**config.mk**
```make
export PLATFORM = sky130hd
export DESIGN_NAME = csfr_regs
export DESIGN_NICKNAME = d
export VERILOG_FILES = /design/src/core/csfr_regs.v /design/src/core/csfr_edge_det.v
export VERILOG_INCLUDE_DIRS = /design/src /design/src/core
export SDC_FILE = /design/constraint.sdc
export NUM_CORES = 1
export LEC_CHECK = 0
export BUFFER_PORTS_ARGS = -buffer_cell sky130_fd_sc_hd__buf_2
export CAP_MARGIN = 20
export CORE_ASPECT_RATIO = 0.8
export CORE_MARGIN = 5
export CORE_UTILIZATION = 28
export CTS_CLUSTER_SIZE = 10
export DETAILED_ROUTE_END_ITERATION = 8
export PLACE_DENSITY = 0.57
export SLEW_MARGIN = 20
export SYNTH_ARGS = -nofsm -noshare
export SYNTH_HDL_FRONTEND = slang
export SYNTH_HIERARCHICAL = 1
export SYNTH_SLANG_ARGS = --single-unit
```
**constraint.sdc**
```tcl
create_clock -name ref_clk -period 2.5 [get_ports ref_clk]
set_input_delay 0.5 -clock ref_clk [delete_from_list [all_inputs] [get_ports ref_clk]]
set_output_delay 0.5 -clock ref_clk [all_outputs]
set_load 0.01 [all_outputs]
```
**src/core/csfr_consts.vh**
```
// Constants for the CPU special-function register block.
// Operation
// - PC low write jumps within page, dummy cycle
// - Table read: high byte kept, low to destination
// - Status writes leave watchdog and powerdown flags
// - Watchdog flag: set timeout, clear clrwdt/sleep/power-up
// - Powerdown flag: set sleep, clear clrwdt/power-up
// - Carry from add, no-borrow subtract, rotates
// - Nibble carry from low nibble add/sub
// - Zero flag when result equals zero
// - Signed range: carry in xor carry out
// - Status never saved automatically on call/interrupt
// - Status bits 7,6 zero; system flags zero after power-up reset
// - Bank bit selects bank; bits 7..1 zero
// - Resets clear bank except watchdog reset asleep
// - Direct addressing always reaches bank 0
// - Unlock needs 55H then AAH consecutively
// - Mapping shows option memory at E0H onward
// - Mapping ends after four slow oscillator periods
// - Each further unlock restarts mapping timer
// - Unlock register cleared on wake, zero at reset
// - Data EEPROM is 32 bytes, byte access only
// - Indirect ports read zero, write acts elsewhere
`ifndef CSFR_CONSTS_VH
`define CSFR_CONSTS_VH
// Register addresses in special data space
`define CSFR_A_INDIRECT_ACCESS_PORT_A 8'h00
`define CSFR_A_INDIRECT_ACCESS_PORT_B 8'h02
`define CSFR_A_PCL 8'h06
`define CSFR_A_TABLE_POINTER_LOW 8'h07
`define CSFR_A_TABLE_READ_HIGH_BYTE 8'h08
`define CSFR_A_TABLE_POINTER_HIGH 8'h09
`define CSFR_A_STATUS 8'h0A
`define CSFR_A_BANK 8'h04
`define CSFR_A_UNLOCK 8'h5F
// Status field positions
`define CSFR_B_C 0
`define CSFR_B_AC 1
`define CSFR_B_Z 2
`define CSFR_B_OV 3
`define CSFR_B_PDF 4
`define CSFR_B_TO 5
// Reset values and patterns
`define CSFR_RST_BYTE 8'h00
`define CSFR_KEY1 8'h55
`define CSFR_KEY2 8'hAA
`define CSFR_OPT_BASE 8'hE0
`define CSFR_OPT_WORDS 32
`define CSFR_EE_BYTES 32
`define CSFR_MAP_TICKS 3'h4
// ALU operation codes
`define CSFR_OP_NONE 3'h0
`define CSFR_OP_ADD 3'h1
`define CSFR_OP_SUB 3'h2
`define CSFR_OP_LOGIC 3'h3
`define CSFR_OP_RLC 3'h4
`define CSFR_OP_RRC 3'h5
`endif

```
**src/core/csfr_regs.v**
```verilog
// CPU special-function register bank: PC low, table, status, bank, option map.
`timescale 1ns/100ps
`include "csfr_consts.vh"
module csfr_regs #(
    parameter PC_W = 11,
    parameter MAP_TICKS = 4
) (
    input wire ref_clk,
    input wire rst_b,
    // Power-up reset marker; rst_b alone is a watchdog reset
    input wire power_up,
    input wire wdt_reset_asleep,
    // Register access from the instruction stream
    input wire wr_en,
    input wire rd_en,
    input wire [7:0] addr,
    input wire [7:0] wdata,
    input wire direct_mode,
    output reg [7:0] rdata,
    output reg phys_bank,
    // ALU flag update
    input wire [2:0] alu_op,
    input wire [7:0] alu_a,
    input wire [7:0] alu_b,
    input wire alu_cin,
    output reg [7:0] alu_res,
    // System events
    input wire wdt_timeout,
    input wire watchdog_clear_instr_instr,
    input wire sleep_instr,
    input wire wake_up,
    // Jumps by writing PC low
    input wire [PC_W-1:0] pc_now,
    output reg jump_valid,
    output reg [PC_W-1:0] jump_target,
    output reg dummy_cycle,
    // Table read
    input wire table_read,
    input wire last_page_form,
    input wire [15:0] prog_word,
    input wire [15:0] opt_word,
    output reg [PC_W-1:0] table_addr,
    output reg [7:0] table_low,
    output reg table_low_valid,
    // Option mapping
    input wire slow_internal_osc,
    output reg map_active,
    output reg [7:0] status_out,
    output reg [7:0] table_read_high_byte
);
    // *****************************************
    // Storage
    // *****************************************
    reg [7:0] table_pointer_low;
    reg [7:0] table_pointer_high;
    reg [7:0] option_map_unlock;
    reg bank_select_bit;
    reg c_f, ac_f, z_f, ov_f;
    reg powerdown_flag;
    reg watchdog_expired_flag;
    reg key_armed;
    reg [2:0] map_cnt;
    wire slow_rise;
    reg [8:0] sum;
    reg [4:0] nib;
    reg [7:0] low7;
    reg cin7;
    reg next_c, next_ac, next_z, next_ov;
    reg [7:0] next_res;
    reg [PC_W-1:0] next_taddr;
    wire [PC_W-1:0] last_page;

    // *****************************************
    // Derived constants
    // *****************************************
    // Counter compare value; kept 32 bits wide and sliced on use
    localparam [31:0] MAP_LAST = MAP_TICKS - 1;
    // Data EEPROM is 32 bytes; this module has no EEPROM ports
    localparam [31:0] EE_BYTES = `CSFR_EE_BYTES;

    assign last_page = {{(PC_W-8){1'b1}}, 8'h00};

    csfr_edge_det u_slow (
        .ref_clk(ref_clk),
        .rst_b(rst_b),
        .sig_in(slow_internal_osc),
        .rise(slow_rise)
    );

    // *****************************************
    // ALU flag generation
    // *****************************************
    // Subtraction uses a + ~b + 1 so carry means no borrow
    always @* begin
        sum = 9'h000;
        nib = 5'h00;
        low7 = 8'h00;
        cin7 = 1'b0;
        next_res = 8'h00;
        next_c = c_f;
        next_ac = ac_f;
        next_z = z_f;
        next_ov = ov_f;
        case (alu_op)
            `CSFR_OP_ADD, `CSFR_OP_SUB: begin
                if (alu_op == `CSFR_OP_ADD) begin
                    sum = {1'b0, alu_a} + {1'b0, alu_b} + {8'h00, alu_cin};
                    nib = {1'b0, alu_a[3:0]} + {1'b0, alu_b[3:0]} + {4'h0, alu_cin};
                    low7 = {1'b0, alu_a[6:0]} + {1'b0, alu_b[6:0]} + {7'h00, alu_cin};
                end else begin
                    sum = {1'b0, alu_a} + {1'b0, ~alu_b} + 9'h001;
                    nib = {1'b0, alu_a[3:0]} + {1'b0, ~alu_b[3:0]} + 5'h01;
                    low7 = {1'b0, alu_a[6:0]} + {1'b0, ~alu_b[6:0]} + 8'h01;
                end
                cin7 = low7[7];
                next_res = sum[7:0];
                next_c = sum[8];
                next_ac = nib[4];
                next_z = (sum[7:0] == 8'h00);
                next_ov = cin7 ^ sum[8];
            end
            `CSFR_OP_LOGIC: begin
                next_res = alu_a;
                next_z = (alu_a == 8'h00);
            end
            `CSFR_OP_RLC: begin
                next_res = {alu_a[6:0], c_f};
                next_c = alu_a[7];
            end
            `CSFR_OP_RRC: begin
                next_res = {c_f, alu_a[7:1]};
                next_c = alu_a[0];
            end
            default: begin
                next_res = 8'h00;
            end
        endcase
    end

    // *****************************************
    // Table address: last-page form fixes the page, other form uses high pointer
    // *****************************************
    always @* begin
        if (last_page_form) begin
            next_taddr = last_page | {{(PC_W-8){1'b0}}, table_pointer_low};
        end else begin
            // Software must aim high pointer at last page here
            next_taddr = {table_pointer_high[PC_W-9:0], table_pointer_low};
        end
    end

    // *****************************************
    // Main register process
    // *****************************************
    // Status is never stacked here; software saves it
    always @(posedge ref_clk) begin
        if (!rst_b) begin
            table_pointer_low <= `CSFR_RST_BYTE;
            table_pointer_high <= `CSFR_RST_BYTE;
            table_read_high_byte <= `CSFR_RST_BYTE;
            option_map_unlock <= `CSFR_RST_BYTE;
            key_armed <= 1'b0;
            map_cnt <= 3'h0;
            map_active <= 1'b0;
            // Arithmetic flags are undefined; zero chosen for determinism
            {c_f, ac_f, z_f, ov_f} <= 4'h0;
            if (power_up) begin
                powerdown_flag <= 1'b0;
                watchdog_expired_flag <= 1'b0;
            end else begin
                // Watchdog reset marks the expiry
                watchdog_expired_flag <= 1'b1;
            end
            if (power_up || !wdt_reset_asleep) begin
                bank_select_bit <= 1'b0;
            end
            jump_valid <= 1'b0;
            jump_target <= {PC_W{1'b0}};
            dummy_cycle <= 1'b0;
            table_addr <= {PC_W{1'b0}};
            table_low <= 8'h00;
            table_low_valid <= 1'b0;
            rdata <= 8'h00;
            phys_bank <= 1'b0;
            alu_res <= 8'h00;
            status_out <= 8'h00;
        end else begin
            jump_valid <= 1'b0;
            dummy_cycle <= jump_valid;
            table_low_valid <= 1'b0;
            alu_res <= next_res;
            {c_f, ac_f, z_f, ov_f} <= {next_c, next_ac, next_z, next_ov};
            // Direct accesses stay in bank 0
            phys_bank <= direct_mode ? 1'b0 : bank_select_bit;

            // *****************************************
            // System flags
            // *****************************************
            // Set wins over clear when both land together
            // Software writes cannot reach these two bits; reads see them
            if (watchdog_clear_instr_instr || sleep_instr) begin
                watchdog_expired_flag <= 1'b0;
            end
            if (wdt_timeout) begin
                watchdog_expired_flag <= 1'b1;
            end
            if (watchdog_clear_instr_instr) begin
                powerdown_flag <= 1'b0;
            end
            if (sleep_instr) begin
                powerdown_flag <= 1'b1;
            end

            // *****************************************
            // Option mapping timer
            // *****************************************
            // Unlock timer counts slow oscillator edges
            if (map_active && slow_rise) begin
                if (map_cnt == MAP_LAST[2:0]) begin
                    map_active <= 1'b0;
                    map_cnt <= 3'h0;
                end else begin
                    map_cnt <= map_cnt + 3'h1;
                end
            end

            // *****************************************
            // Register writes
            // *****************************************
            // Arm lasts one cycle only
            key_armed <= 1'b0;
            if (wr_en) begin
                case (addr)
                    `CSFR_A_PCL: begin
                        // Only the low byte moves, so the jump stays in page
                        jump_valid <= 1'b1;
                        jump_target <= {pc_now[PC_W-1:8], wdata};
                    end
                    `CSFR_A_TABLE_POINTER_LOW: table_pointer_low <= wdata;
                    `CSFR_A_TABLE_POINTER_HIGH: table_pointer_high <= wdata;
                    `CSFR_A_TABLE_READ_HIGH_BYTE: table_read_high_byte <= wdata;
                    `CSFR_A_STATUS: begin
                        // Only arithmetic flags take the write
                        c_f <= wdata[`CSFR_B_C];
                        ac_f <= wdata[`CSFR_B_AC];
                        z_f <= wdata[`CSFR_B_Z];
                        ov_f <= wdata[`CSFR_B_OV];
                    end
                    `CSFR_A_BANK: bank_select_bit <= wdata[0];
                    `CSFR_A_UNLOCK: begin
                        option_map_unlock <= wdata;
                        key_armed <= (wdata == `CSFR_KEY1);
                        if (key_armed && wdata == `CSFR_KEY2) begin
                            map_active <= 1'b1;
                            map_cnt <= 3'h0;
                        end
                    end
                    // Indirect ports hold nothing
                    default: begin
                    end
                endcase
            end
            if (wake_up) begin
                option_map_unlock <= `CSFR_RST_BYTE;
            end

            // *****************************************
            // Table read
            // *****************************************
            // Mapped window returns option words
            if (table_read) begin
                table_addr <= next_taddr;
                table_low_valid <= 1'b1;
                if (map_active && next_taddr[PC_W-1:8] == last_page[PC_W-1:8]
                        && next_taddr[7:0] >= `CSFR_OPT_BASE) begin
                    table_read_high_byte <= opt_word[15:8];
                    table_low <= opt_word[7:0];
                end else begin
                    table_read_high_byte <= prog_word[15:8];
                    table_low <= prog_word[7:0];
                end
            end

            // *****************************************
            // Register readback
            // *****************************************
            // PC low reads the live counter, not a stored copy
            if (rd_en) begin
                case (addr)
                    `CSFR_A_PCL: rdata <= pc_now[7:0];
                    `CSFR_A_TABLE_POINTER_LOW: rdata <= table_pointer_low;
                    `CSFR_A_TABLE_POINTER_HIGH: rdata <= table_pointer_high;
                    `CSFR_A_TABLE_READ_HIGH_BYTE: rdata <= table_read_high_byte;
                    `CSFR_A_STATUS: rdata <= {2'b00, watchdog_expired_flag,
                        powerdown_flag, ov_f, z_f, ac_f, c_f};
                    `CSFR_A_BANK: rdata <= {7'h00, bank_select_bit};
                    `CSFR_A_UNLOCK: rdata <= option_map_unlock;
                    default: rdata <= 8'h00;
                endcase
            end
            status_out <= {2'b00, watchdog_expired_flag, powerdown_flag,
                ov_f, z_f, ac_f, c_f};
        end
    end
endmodule

```
**src/core/csfr_edge_det.v**
```verilog
// Rising-edge detector for the slow oscillator input.
`timescale 1ns/100ps
module csfr_edge_det (
    input wire ref_clk,
    input wire rst_b,
    input wire sig_in,
    output reg rise
);
    reg last;
    // Input already synchronous; one stage of history is enough
    always @(posedge ref_clk) begin
        if (!rst_b) begin
            last <= 1'b0;
            rise <= 1'b0;
        end else begin
            last <= sig_in;
            rise <= sig_in & ~last;
        end
    end
endmodule

```
==> results of run 1 <==
[state kept, by name (all words and copies together) (netlist names), 3 cells and up]
register              count
jump_target              11
table_addr               11
alu_res                   8
option_map_unlock         8
rdata                     8
table_low                 8
table_pointer_high        8
table_pointer_low         8
table_read_high_byte      8
status_out                6
map_cnt                   3
[worst paths after layout]
kind / endpoint / slack (ps) / cells past startpoint
min: phys_bank$_SDFF_PP0_ / 300 / 2
max: z_f$_SDFF_PN0_ / 140 / 11
max reg2reg: table_read_high_byte[4]$_SDFFE_PN0P_ / 610 / 7
min reg2reg: map_cnt[2]$_SDFF_PN0_ / 430 / 2
[cell usage after synthesis (7+ instances only)]
| cell type | instances | share of area, % |
|---|---|---|
| sky130_fd_sc_hd__a211oi_1 | 18 | 2.5 |
| sky130_fd_sc_hd__a21o_1 | 7 | 0.99 |
| sky130_fd_sc_hd__mux2i_1 | 37 | 7.0 |
| sky130_fd_sc_hd__inv_1 | 17 | 1.2 |
| sky130_fd_sc_hd__ha_1 | 16 | 3.8 |
| sky130_fd_sc_hd__nand3_1 | 23 | 2.2 |
| sky130_fd_sc_hd__a222oi_1 | 11 | 2.1 |
| sky130_fd_sc_hd__nor2_1 | 74 | 5.2 |
| sky130_fd_sc_hd__buf_1 | 8 | 0.56 |
| sky130_fd_sc_hd__mux2_2 | 8 | 1.7 |
| sky130_fd_sc_hd__clkbuf_1 | 26 | 1.8 |
| sky130_fd_sc_hd__o21ai_0 | 17 | 1.6 |
| sky130_fd_sc_hd__nand2_1 | 82 | 5.8 |
| sky130_fd_sc_hd__dfxtp_1 | 99 | 37 |
| sky130_fd_sc_hd__and2_1 | 12 | 1.4 |
| sky130_fd_sc_hd__nor2b_1 | 10 | 1.2 |
| sky130_fd_sc_hd__a22o_1 | 11 | 1.8 |
| sky130_fd_sc_hd__a21oi_1 | 62 | 5.8 |
[power by group]
group	leakage, uW	switching, uW	internal, uW
Clock	0.000135	629	699
Combinational	0.00201	349	263
Sequential	0.000835	28.4	1680
[per-stage QoR]
step                utilization, %  instances  hold slack (ps)
floorplan                        -        633              410
global placement              34.6       1041              422
detailed placement            34.6       1041              425
CTS                           36.1       1056              282
global route                  36.1       1056              287
finish                        36.1       1057              298
[cell type report]
| class | count | area share, % |
|---|---|---|
| repair buffers | 195 | 15.8 |
| flip-flops and latches | 102 | 30.5 |
| well taps | 258 | 4.75 |
| multi-input cells | 468 | 43.9 |
| clock inverters | 5 | 0.516 |
| diodes | 1 | 0.0368 |
| clock buffers | 10 | 3.52 |
| inverters | 18 | 0.994 |
[kinds of logic after synthesis]
kind of cell,synth area share [%]
DFF,39.0
xor gates and xnor gates,1.32
other,0.0706
adders and majority gates,4.90
AOI/OAI and AO/OA,19.1
buffers and inverters,5.27
muxes,9.09
and+or+nand+nor,21.3
[timing repair]
action / in CTS / in global routing
setup buffers: 0 / 0
setup endpoints to repair: 0 / 3
hold endpoints to repair: 0 / 0
resized for setup: 0 / 2
[per-layer routing]
metal	share of wire, %	vias to the layer above
met1	49	2322
li1	-	2556
met4	1.1	2
met5	0.063	-
met3	9.0	14
met2	41	215
==> PnR_summary.wiki, run 1 <==
{| class="wikitable"
! Metric !! Value
|-
| Result of the run || complete, no violations
|-
| Commonest non-fill, non-tap cells in the layout || 157 x sky130_fd_sc_hd__buf_2, 99 x sky130_fd_sc_hd__dfxtp_1, 82 x sky130_fd_sc_hd__nand2_1
|-
| Slew HR || 51.3%
|-
| Final critical path time including I/O delays and setup || 2360 ps
|-
| Data arrival, critical path || 2650 ps
|-
| Count of antenna-violating nets left after detailed routing || 0
|-
| CP Data Required Time || 2780 ps
|-
| Async set-reset flop share out of synthesis || 0%
|-
| Hold bufs inserted after CTS || 0
|-
| Count of buffer and inverter cells on the critical path || 2
|-
| Post-synthesis average cell area || 8.41 um2
|-
| Clk root buf || sky130_fd_sc_hd__clkbuf_16
|-
| Layout cell share with drive strength beyond 1 || 29.2%
|-
| TritonCTS clock tree || yes
|-
| Number of enable-type register cells in the synthesized netlist || 3
|-
| Cell family contributing the most delay on the critical path || adder cells
|-
| FF+latch area || 2070 um2
|-
| Post-detailed-route DRC marker count || 0
|-
| Clock latency at the later pin of the worst-skew pair || 350 ps
|-
| Area taken by multi-input logic gates || 2990 um2
|-
| Total non-filler cell area in the finished layout || 6800 um2
|-
| Highest-utilization routing layer at the global route stage || met1
|-
| Static leakage || 0.00298 uW
|-
| Final-stage net count || 906
|-
| Number of pins exceeding their max-slew limit in the final report || 0
|-
| Worst Tran Pin Value || 730 ps
|-
| Final hold vios || 0
|-
| Total number of clock tree sinks || 102
|-
| Die Outline Area || 21900 um2
|-
| Reg clk slew, reported paths || 70 ps
|-
| Number of CTS-inserted buffers || 9
|-
| PnR worst setup slack || 137 ps
|-
| Setup violation total in the final timing report || 0
|-
| Number of I/O port buffers || 157
|-
| Total power || 3650 uW
|-
| Synth warnings || 6
|-
| Filler Cells Inserted || 2033
|-
| Number of global-route vias before repair || 4799
|-
| Max frequency || 0.423 GHz
|-
| Post-detailed-route via-to-cell ratio || 4.83
|-
| H-tree level count || 3
|-
| Met3 Track Usage GR || 4.58%
|-
| Count of maximum capacitance violations || 0
|-
| Synth-to-layout area growth || 27.8%
|-
| Critical-path top delay cell || sky130_fd_sc_hd__fa_2
|-
| Routed vias || 5109
|-
| Sum of overflow across all layers after global routing || 0
|-
| P per Cell Area || 537 nW/um2
|-
| Global-route wire length before repair || 26900 um
|-
| Max rail drop VDD || 0.258 mV
|-
| Kind of end point of the critical path || register
|-
| Sequential area share after synthesis || 39.0%
|-
| Most common cell after layout, fill and taps aside || sky130_fd_sc_hd__buf_2
|-
| HP Class || in2reg
|-
| Post-placement setup slack || -230 ps
|-
| Standard-cell row count || 45
|-
| Antenna violations before repair || 1
|-
| Average wire per standard cell || 16.6 um
|-
| Cell count after synthesis || 632
|-
| Synthesized flop and latch total || 102
|-
| Final Skew || 6.73 ps
|-
| Accumulated negative setup slack || 0 ps
|-
| Drt pass-1 iters || 6
|-
| Setup repair after global routing missed its margin || no
|-
| Clock Path Buffers || 2
|-
| Number of DRC violations after detailed-routing iteration 0 || 364
|-
| Largest stage delay on the critical path || 410 ps
|-
| Synthesized cell area || 5320 um2
|-
| GRT Util Overall || 15.7%
|-
| Placer congestion estimate || 0.889
|-
| CP dominant cell by count || sky130_fd_sc_hd__fa_2
|-
| Met2 routing resource usage after global routing || 22.1%
|-
| Initial cell density of the core || 28.3%
|-
| Critical register-to-register path startpoint || map_active$_SDFF_PN0_
|-
| Setup crit start || alu_cin
|-
| Dpl hpwl || 13400 um
|-
| Critical Path, Cell by Cell || buf_2, inv_1, fa_2, fa_2, o21bai_2, nor2b_1, o22ai_1, xor2_1, nor4_1, nand4_1, a21oi_1
|-
| Total I/O pin count || 160
|-
| Largest driver fanout on the critical path || 2
|-
| Final critical-path share of the clock period || 94.5%
|-
| Placeable core area || 18800 um2
|-
| Type of element launching the critical path || primary input
|-
| Number of distinct library cells after synthesis || 61
|-
| Largest net degree at the start of global routing || 48
|-
| Die span in y || 133 um
|-
| Top FF cell, synth || sky130_fd_sc_hd__dfxtp_1
|-
| Die W || 164 um
|-
| Critical path type || in2reg
|-
| Worst hold path startpoint || direct_mode
|-
| Routed WL || 17500 um
|-
| Area after DPL || 6510 um2
|-
| GR Layer Usage met1 || 23.4%
|}
No activity file was read; power rests on OpenSTA's default activity.
==> run 2: changes to the inputs <==
- MAX_ROUTING_LAYER: not set -> met4
==> run 2 against run 1 <==
Combinational power increased by 1%. Count of clock-buffer cells in the layout increased by 2. Design area increased by 0.72%. Register-to-register slack improved by 30 ps. Clock skew increased by 13 ps. Final cell count increased by 0.19%. Total power increased by 3.1%. Routed wire length increased by 0.28%. Sequential cell count unchanged.
==> PnR_summary.wiki, run 2 (synthesis gave the netlist of run 1 again) <==
{| class="wikitable"
! Metric !! Value
|-
| Final Skew || 19.7 ps
|-
| Cell depth of the worst min-delay path || 2
|-
| Post-detailed-route DRC marker count || 0
|-
| Routed vias || 5063
|-
| Largest net degree at the start of global routing || 65
|-
| Most common cell after layout, fill and taps aside || sky130_fd_sc_hd__buf_2
|-
| Final critical-path share of the clock period || 96.0%
|-
| Synth-to-layout area growth || 28.8%
|-
| Clock latency at the later pin of the worst-skew pair || 350 ps
|-
| FF+latch area || 2070 um2
|-
| Placer congestion estimate || 0.894
|-
| H-tree level count || 3
|-
| Commonest non-fill, non-tap cells in the layout || 157 x sky130_fd_sc_hd__buf_2, 99 x sky130_fd_sc_hd__dfxtp_1, 82 x sky130_fd_sc_hd__nand2_1
|-
| Critical path type || in2reg
|-
| Largest driver fanout on the critical path || 2
|-
| Number of global-route vias before repair || 4902
|-
| Die W || 164 um
|-
| Dpl hpwl || 13400 um
|-
| Clk root buf || sky130_fd_sc_hd__clkbuf_16
|-
| TritonCTS clock tree || yes
|-
| Result of the run || complete, no violations
|-
| Accumulated negative setup slack || 0 ps
|-
| CP Data Required Time || 2770 ps
|-
| Count of maximum capacitance violations || 0
|-
| Filler Cells Inserted || 2021
|-
| Number of pins exceeding their max-slew limit in the final report || 0
|-
| Number of CTS-inserted buffers || 9
|-
| Endpoint with the worst hold slack || phys_bank$_SDFF_PP0_
|-
| Type of element launching the critical path || primary input
|-
| Routed WL || 17600 um
|-
| Placeable core area || 18800 um2
|-
| Reg-to-Reg End || table_read_high_byte[5]$_SDFFE_PN0P_
|-
| Cell depth of the worst flop-to-flop path || 7
|-
| Reg clk slew, reported paths || 70 ps
|-
| Critical register-to-register path startpoint || map_active$_SDFF_PN0_
|-
| Total I/O pin count || 160
|-
| Layout cell share with drive strength beyond 1 || 29.3%
|-
| Worst setup slack for register-to-register paths || 640 ps
|-
| Final critical path time including I/O delays and setup || 2400 ps
|-
| Hold bufs inserted after CTS || 0
|-
| Drt pass-1 iters || 6
|-
| Total non-filler cell area in the finished layout || 6840 um2
|-
| Hold slack final || 304 ps
|-
| Die span in y || 133 um
|-
| Sum of overflow across all layers after global routing || 0
|-
| Die Outline Area || 21900 um2
|-
| Kind of end point of the critical path || register
|-
| Setup repair after global routing missed its margin || yes
|-
| Area after DPL || 6520 um2
|-
| Max frequency || 0.417 GHz
|-
| Clock Path Buffers || 2
|-
| Setup violation total in the final timing report || 0
|-
| Final hold vios || 0
|-
| Standard-cell row count || 45
|-
| Data arrival, critical path || 2670 ps
|-
| Max rail drop VDD || 0.277 mV
|-
| Final-stage net count || 906
|-
| Largest registers || jump_target (11), table_addr (11)
|-
| Global-route wire length before repair || 27400 um
|-
| Count of antenna-violating nets left after detailed routing || 0
|-
| P per Cell Area || 549 nW/um2
|-
| Antenna violations before repair || 1
|-
| Worst Tran Pin Value || 738 ps
|-
| Static leakage || 0.00299 uW
|-
| Average wire per standard cell || 16.6 um
|-
| HP Class || in2reg
|-
| Initial cell density of the core || 28.3%
|-
| Number of I/O port buffers || 157
|-
| Area taken by multi-input logic gates || 2990 um2
|-
| Slew HR || 50.8%
|-
| GRT Util Overall || 16.4%
|-
| Worst hold path startpoint || direct_mode
|-
| Total number of clock tree sinks || 102
|-
| Post-detailed-route via-to-cell ratio || 4.78
|-
| Number of DRC violations after detailed-routing iteration 0 || 422
|}
==> run 2: area by class of cell <==
type                            instances  area share [%]
Antenna cell                            2          0.0731
Multi-Input combinational cell        468            43.7
Clock inverter                          4           0.494
Inverter                               18           0.987
Timing Repair Buffer                  195            15.8
Sequential cell                       102            30.3
Tap cell                              258            4.72
Clock buffer                           12            3.91
==> run 2: through the flow <==
stage          total power, uW  std cells  utilization [%]  setup WS, ps
6_report                  3760       1059             36.4          99.5
5_1_grt                   3950       1058             36.4         -30.0
4_1_cts                   3790       1057             36.3          59.8
3_5_place_dp              2360       1041             34.7          -288
3_3_place_gp              2360       1041             34.7          -194
2_1_floorplan             2080        633                -          11.6
==> run 2: timing repair <==
item	in CTS	in global routing
resized for setup	0	3
setup buffers	0	0
setup endpoints to repair	0	3
==> run 2: worst max path at each step <==
stage | to | from
floorplan | z_f$_SDFF_PN0_ | alu_cin
global placement | z_f$_SDFF_PN0_ | alu_cin
detailed placement | ov_f$_SDFF_PN0_ | alu_cin
CTS | ov_f$_SDFF_PN0_ | alu_cin
global route | ov_f$_SDFF_PN0_ | alu_cin
finish | z_f$_SDFF_PN0_ | alu_cin
==> run 2: metal layers <==
layer / routed length, um / vias up / GRT usage [%] / part of all wire (%)
met3: 1210 / 12 / 3.25 / 6.9
met4: 153 / 0 / 2.89 / 0.87
li1: - / 2560 / - / -
met2: 7330 / 178 / 23.2 / 42
met1: 8860 / 2313 / 24.3 / 50
met5: 0 / - / - / 0
==> run 2: power breakdown <==
group          total [uW]  switching [uW]  internal, uW
Clock                1430             655           776
Sequential           1710            29.1          1680
Combinational         619             353           266
==> run 2: worst max-delay path: stages <==
cell	delay, ps
sky130_fd_sc_hd__buf_2	80
sky130_fd_sc_hd__inv_1	60
sky130_fd_sc_hd__fa_2	420
sky130_fd_sc_hd__fa_2	410
sky130_fd_sc_hd__o21bai_2	170
sky130_fd_sc_hd__nor2b_1	180
sky130_fd_sc_hd__o22ai_1	120
sky130_fd_sc_hd__xor2_1	190
sky130_fd_sc_hd__nor4_2	270
sky130_fd_sc_hd__nand4_1	130
sky130_fd_sc_hd__a21oi_1	150
==> run 3: changes to the inputs <==
- PLACE_DENSITY: 0.57 -> not set
==> run 3 against run 2 <==
Sequential share of layout area grew 0.21 points. First-iteration DRC count grew 6.6%. Hold slack lost 4.2 ps. Register-to-register slack lost 40 ps. Clock skew shrank 11 ps. Critical endpoint unchanged.
==> PnR_summary.wiki, run 3 (synthesis gave the netlist of run 1 again) <==
{| class="wikitable"
! Metric !! Value
|-
| Result of the run || complete, no violations
|-
| Count of inserted antenna diode cells || 0
|-
| Setup crit start || alu_cin
|-
| Total non-filler cell area in the finished layout || 6800 um2
|-
| H-tree level count || 3
|-
| HP Class || in2reg
|-
| Critical path type || in2reg
|-
| Count of maximum capacitance violations || 0
|-
| Reg-to-Reg End || table_read_high_byte[4]$_SDFFE_PN0P_
|-
| TritonCTS clock tree || yes
|-
| Placeable core area || 18800 um2
|-
| Post-detailed-route via-to-cell ratio || 4.82
|-
| CP Data Required Time || 2780 ps
|-
| Hold slack final || 300 ps
|-
| Max rail drop VDD || 0.248 mV
|-
| CP endpoint || z_f$_SDFF_PN0_
|-
| Hold bufs inserted after CTS || 0
|-
| GRT Util Overall || 16.3%
|-
| Type of element launching the critical path || primary input
|-
| Number of global-route vias before repair || 4749
|-
| Routed vias || 5070
|-
| Sum of overflow across all layers after global routing || 0
|-
| Kind of end point of the critical path || register
|-
| Critical register-to-register path startpoint || map_active$_SDFF_PN0_
|-
| Die W || 164 um
|-
| Final critical-path share of the clock period || 95.0%
|-
| Critical Path, Cell by Cell || buf_2, inv_1, fa_2, fa_2, o21bai_1, nor2b_1, o22ai_1, xor2_1, nor4_2, nand4_1, a21oi_1
|-
| Commonest non-fill, non-tap cells in the layout || 157 x sky130_fd_sc_hd__buf_2, 99 x sky130_fd_sc_hd__dfxtp_1, 82 x sky130_fd_sc_hd__nand2_1
|-
| Total I/O pin count || 160
|-
| Max frequency || 0.421 GHz
|-
| Static leakage || 0.00297 uW
|-
| Layout cell share with drive strength beyond 1 || 28.7%
|-
| Global-route wire length before repair || 27200 um
|-
| Final critical path time including I/O delays and setup || 2380 ps
|-
| Standard-cell row count || 45
|-
| Worst setup slack for register-to-register paths || 600 ps
|-
| Drt pass-1 iters || 9
|-
| Largest registers || jump_target (11), table_addr (11)
|-
| Number of I/O port buffers || 157
|-
| Cell depth of the worst min-delay path || 2
|-
| Final-stage net count || 901
|-
| Total number of clock tree sinks || 102
|-
| Buffer count from post-CTS setup fixing || 0
|-
| Final hold vios || 0
|-
| Antenna violations before repair || 0
|-
| Final Skew || 8.64 ps
|-
| Count of antenna-violating nets left after detailed routing || 0
|-
| Placer congestion estimate || 0.908
|-
| Routed WL || 17900 um
|-
| Synth-to-layout area growth || 27.9%
|-
| Most common cell after layout, fill and taps aside || sky130_fd_sc_hd__buf_2
|-
| Reg clk slew, reported paths || 70 ps
|-
| Initial cell density of the core || 28.3%
|-
| Die span in y || 133 um
|-
| Post-detailed-route DRC marker count || 0
|-
| Number of pins exceeding their max-slew limit in the final report || 0
|-
| CP dominant cell by count || sky130_fd_sc_hd__fa_2
|-
| Die Outline Area || 21900 um2
|-
| Clock Path Buffers || 2
|-
| Dpl hpwl || 13400 um
|-
| Clock latency at the later pin of the worst-skew pair || 350 ps
|-
| Number of DRC violations after detailed-routing iteration 0 || 450
|-
| Worst Tran Pin Value || 567 ps
|-
| P per Cell Area || 554 nW/um2
|-
| Area after DPL || 6480 um2
|-
| Critical-path top delay cell || sky130_fd_sc_hd__fa_2
|-
| Cell depth of the worst flop-to-flop path || 7
|-
| Largest stage delay on the critical path || 410 ps
|-
| Largest net degree at the start of global routing || 59
|-
| Data arrival, critical path || 2650 ps
|-
| Clk root buf || sky130_fd_sc_hd__clkbuf_16
|-
| Number of CTS-inserted buffers || 9
|-
| Average wire per standard cell || 17.0 um
|-
| Setup violation total in the final timing report || 0
|-
| Largest driver fanout on the critical path || 2
|-
| Slew HR || 62.1%
|}
-- run 3: cell types whose count changed in the layout (fill, tap and decap cells not counted), sizes merged --
| cell | delta |
|---|---|
| buf | -5 |
| diode | -2 |
| inv | -2 |
| clkbuf | +1 |
| clkinv | +1 |
-- run 3: repair_timing --
action | CTS | global route
gates resized for setup | 0 | 2
hold endpoints to repair | 0 | 0
setup endpoints to repair | 0 | 4
-- run 3: worst min-delay path by stage --
stage / from / end / slack (ps)
floorplan: map_cnt[2]$_SDFF_PN0_ / map_cnt[2]$_SDFF_PN0_ / 410
global placement: map_cnt[2]$_SDFF_PN0_ / map_cnt[2]$_SDFF_PN0_ / 420
detailed placement: map_cnt[2]$_SDFF_PN0_ / map_cnt[2]$_SDFF_PN0_ / 420
CTS: direct_mode / phys_bank$_SDFF_PP0_ / 290
global route: direct_mode / phys_bank$_SDFF_PP0_ / 280
finish: direct_mode / phys_bank$_SDFF_PP0_ / 300
-- run 3: layout make-up --
cell class	instances	area [um2]
clock buffer	13	280
clock inverter	3	25.0
fill	1991	12000
inverter	18	67.6
multi-input combinational	468	2980
sequential	102	2070
tap	258	323
timing repair buffer	190	1050
-- run 3: layer usage --
metal / global-route usage (%) / vias to the layer above / share of wire (%)
li1: - / 2543 / -
met1: 24.6 / 2279 / 50
met2: 22.0 / 229 / 41
met3: 3.68 / 19 / 7.8
met4: 3.35 / 0 / 1.4
met5: - / - / 0
-- run 3: report_power, final --
group          leakage, uW  switching, uW  internal (uW)  total (uW)
sequential        0.000835           28.6           1680        1710
clock             0.000148            650            791        1440
combinational      0.00199            355            261         616
-- run 3: per-stage QoR --
stage          setup TNS (ps)  cells  total power [uW]  setup WS (ps)  util, %
2_1_floorplan               0    633              2080           11.6        -
3_3_place_gp             -717   1036              2350           -202     34.5
6_report                    0   1052              3770            124     36.1
5_1_grt                 -9.47   1052              3940          -9.47     36.1
4_1_cts                     0   1052              3790           97.9     36.1
3_5_place_dp             -930   1036              2350           -252     34.5
-- run 3: worst max-delay path: cells and delay by family --
family	cells	cell delay, ps
fa+ha+maj	2	810
compound gates	3	460
simple gates	3	550
xor+xnor	1	200
buf+inv	2	120
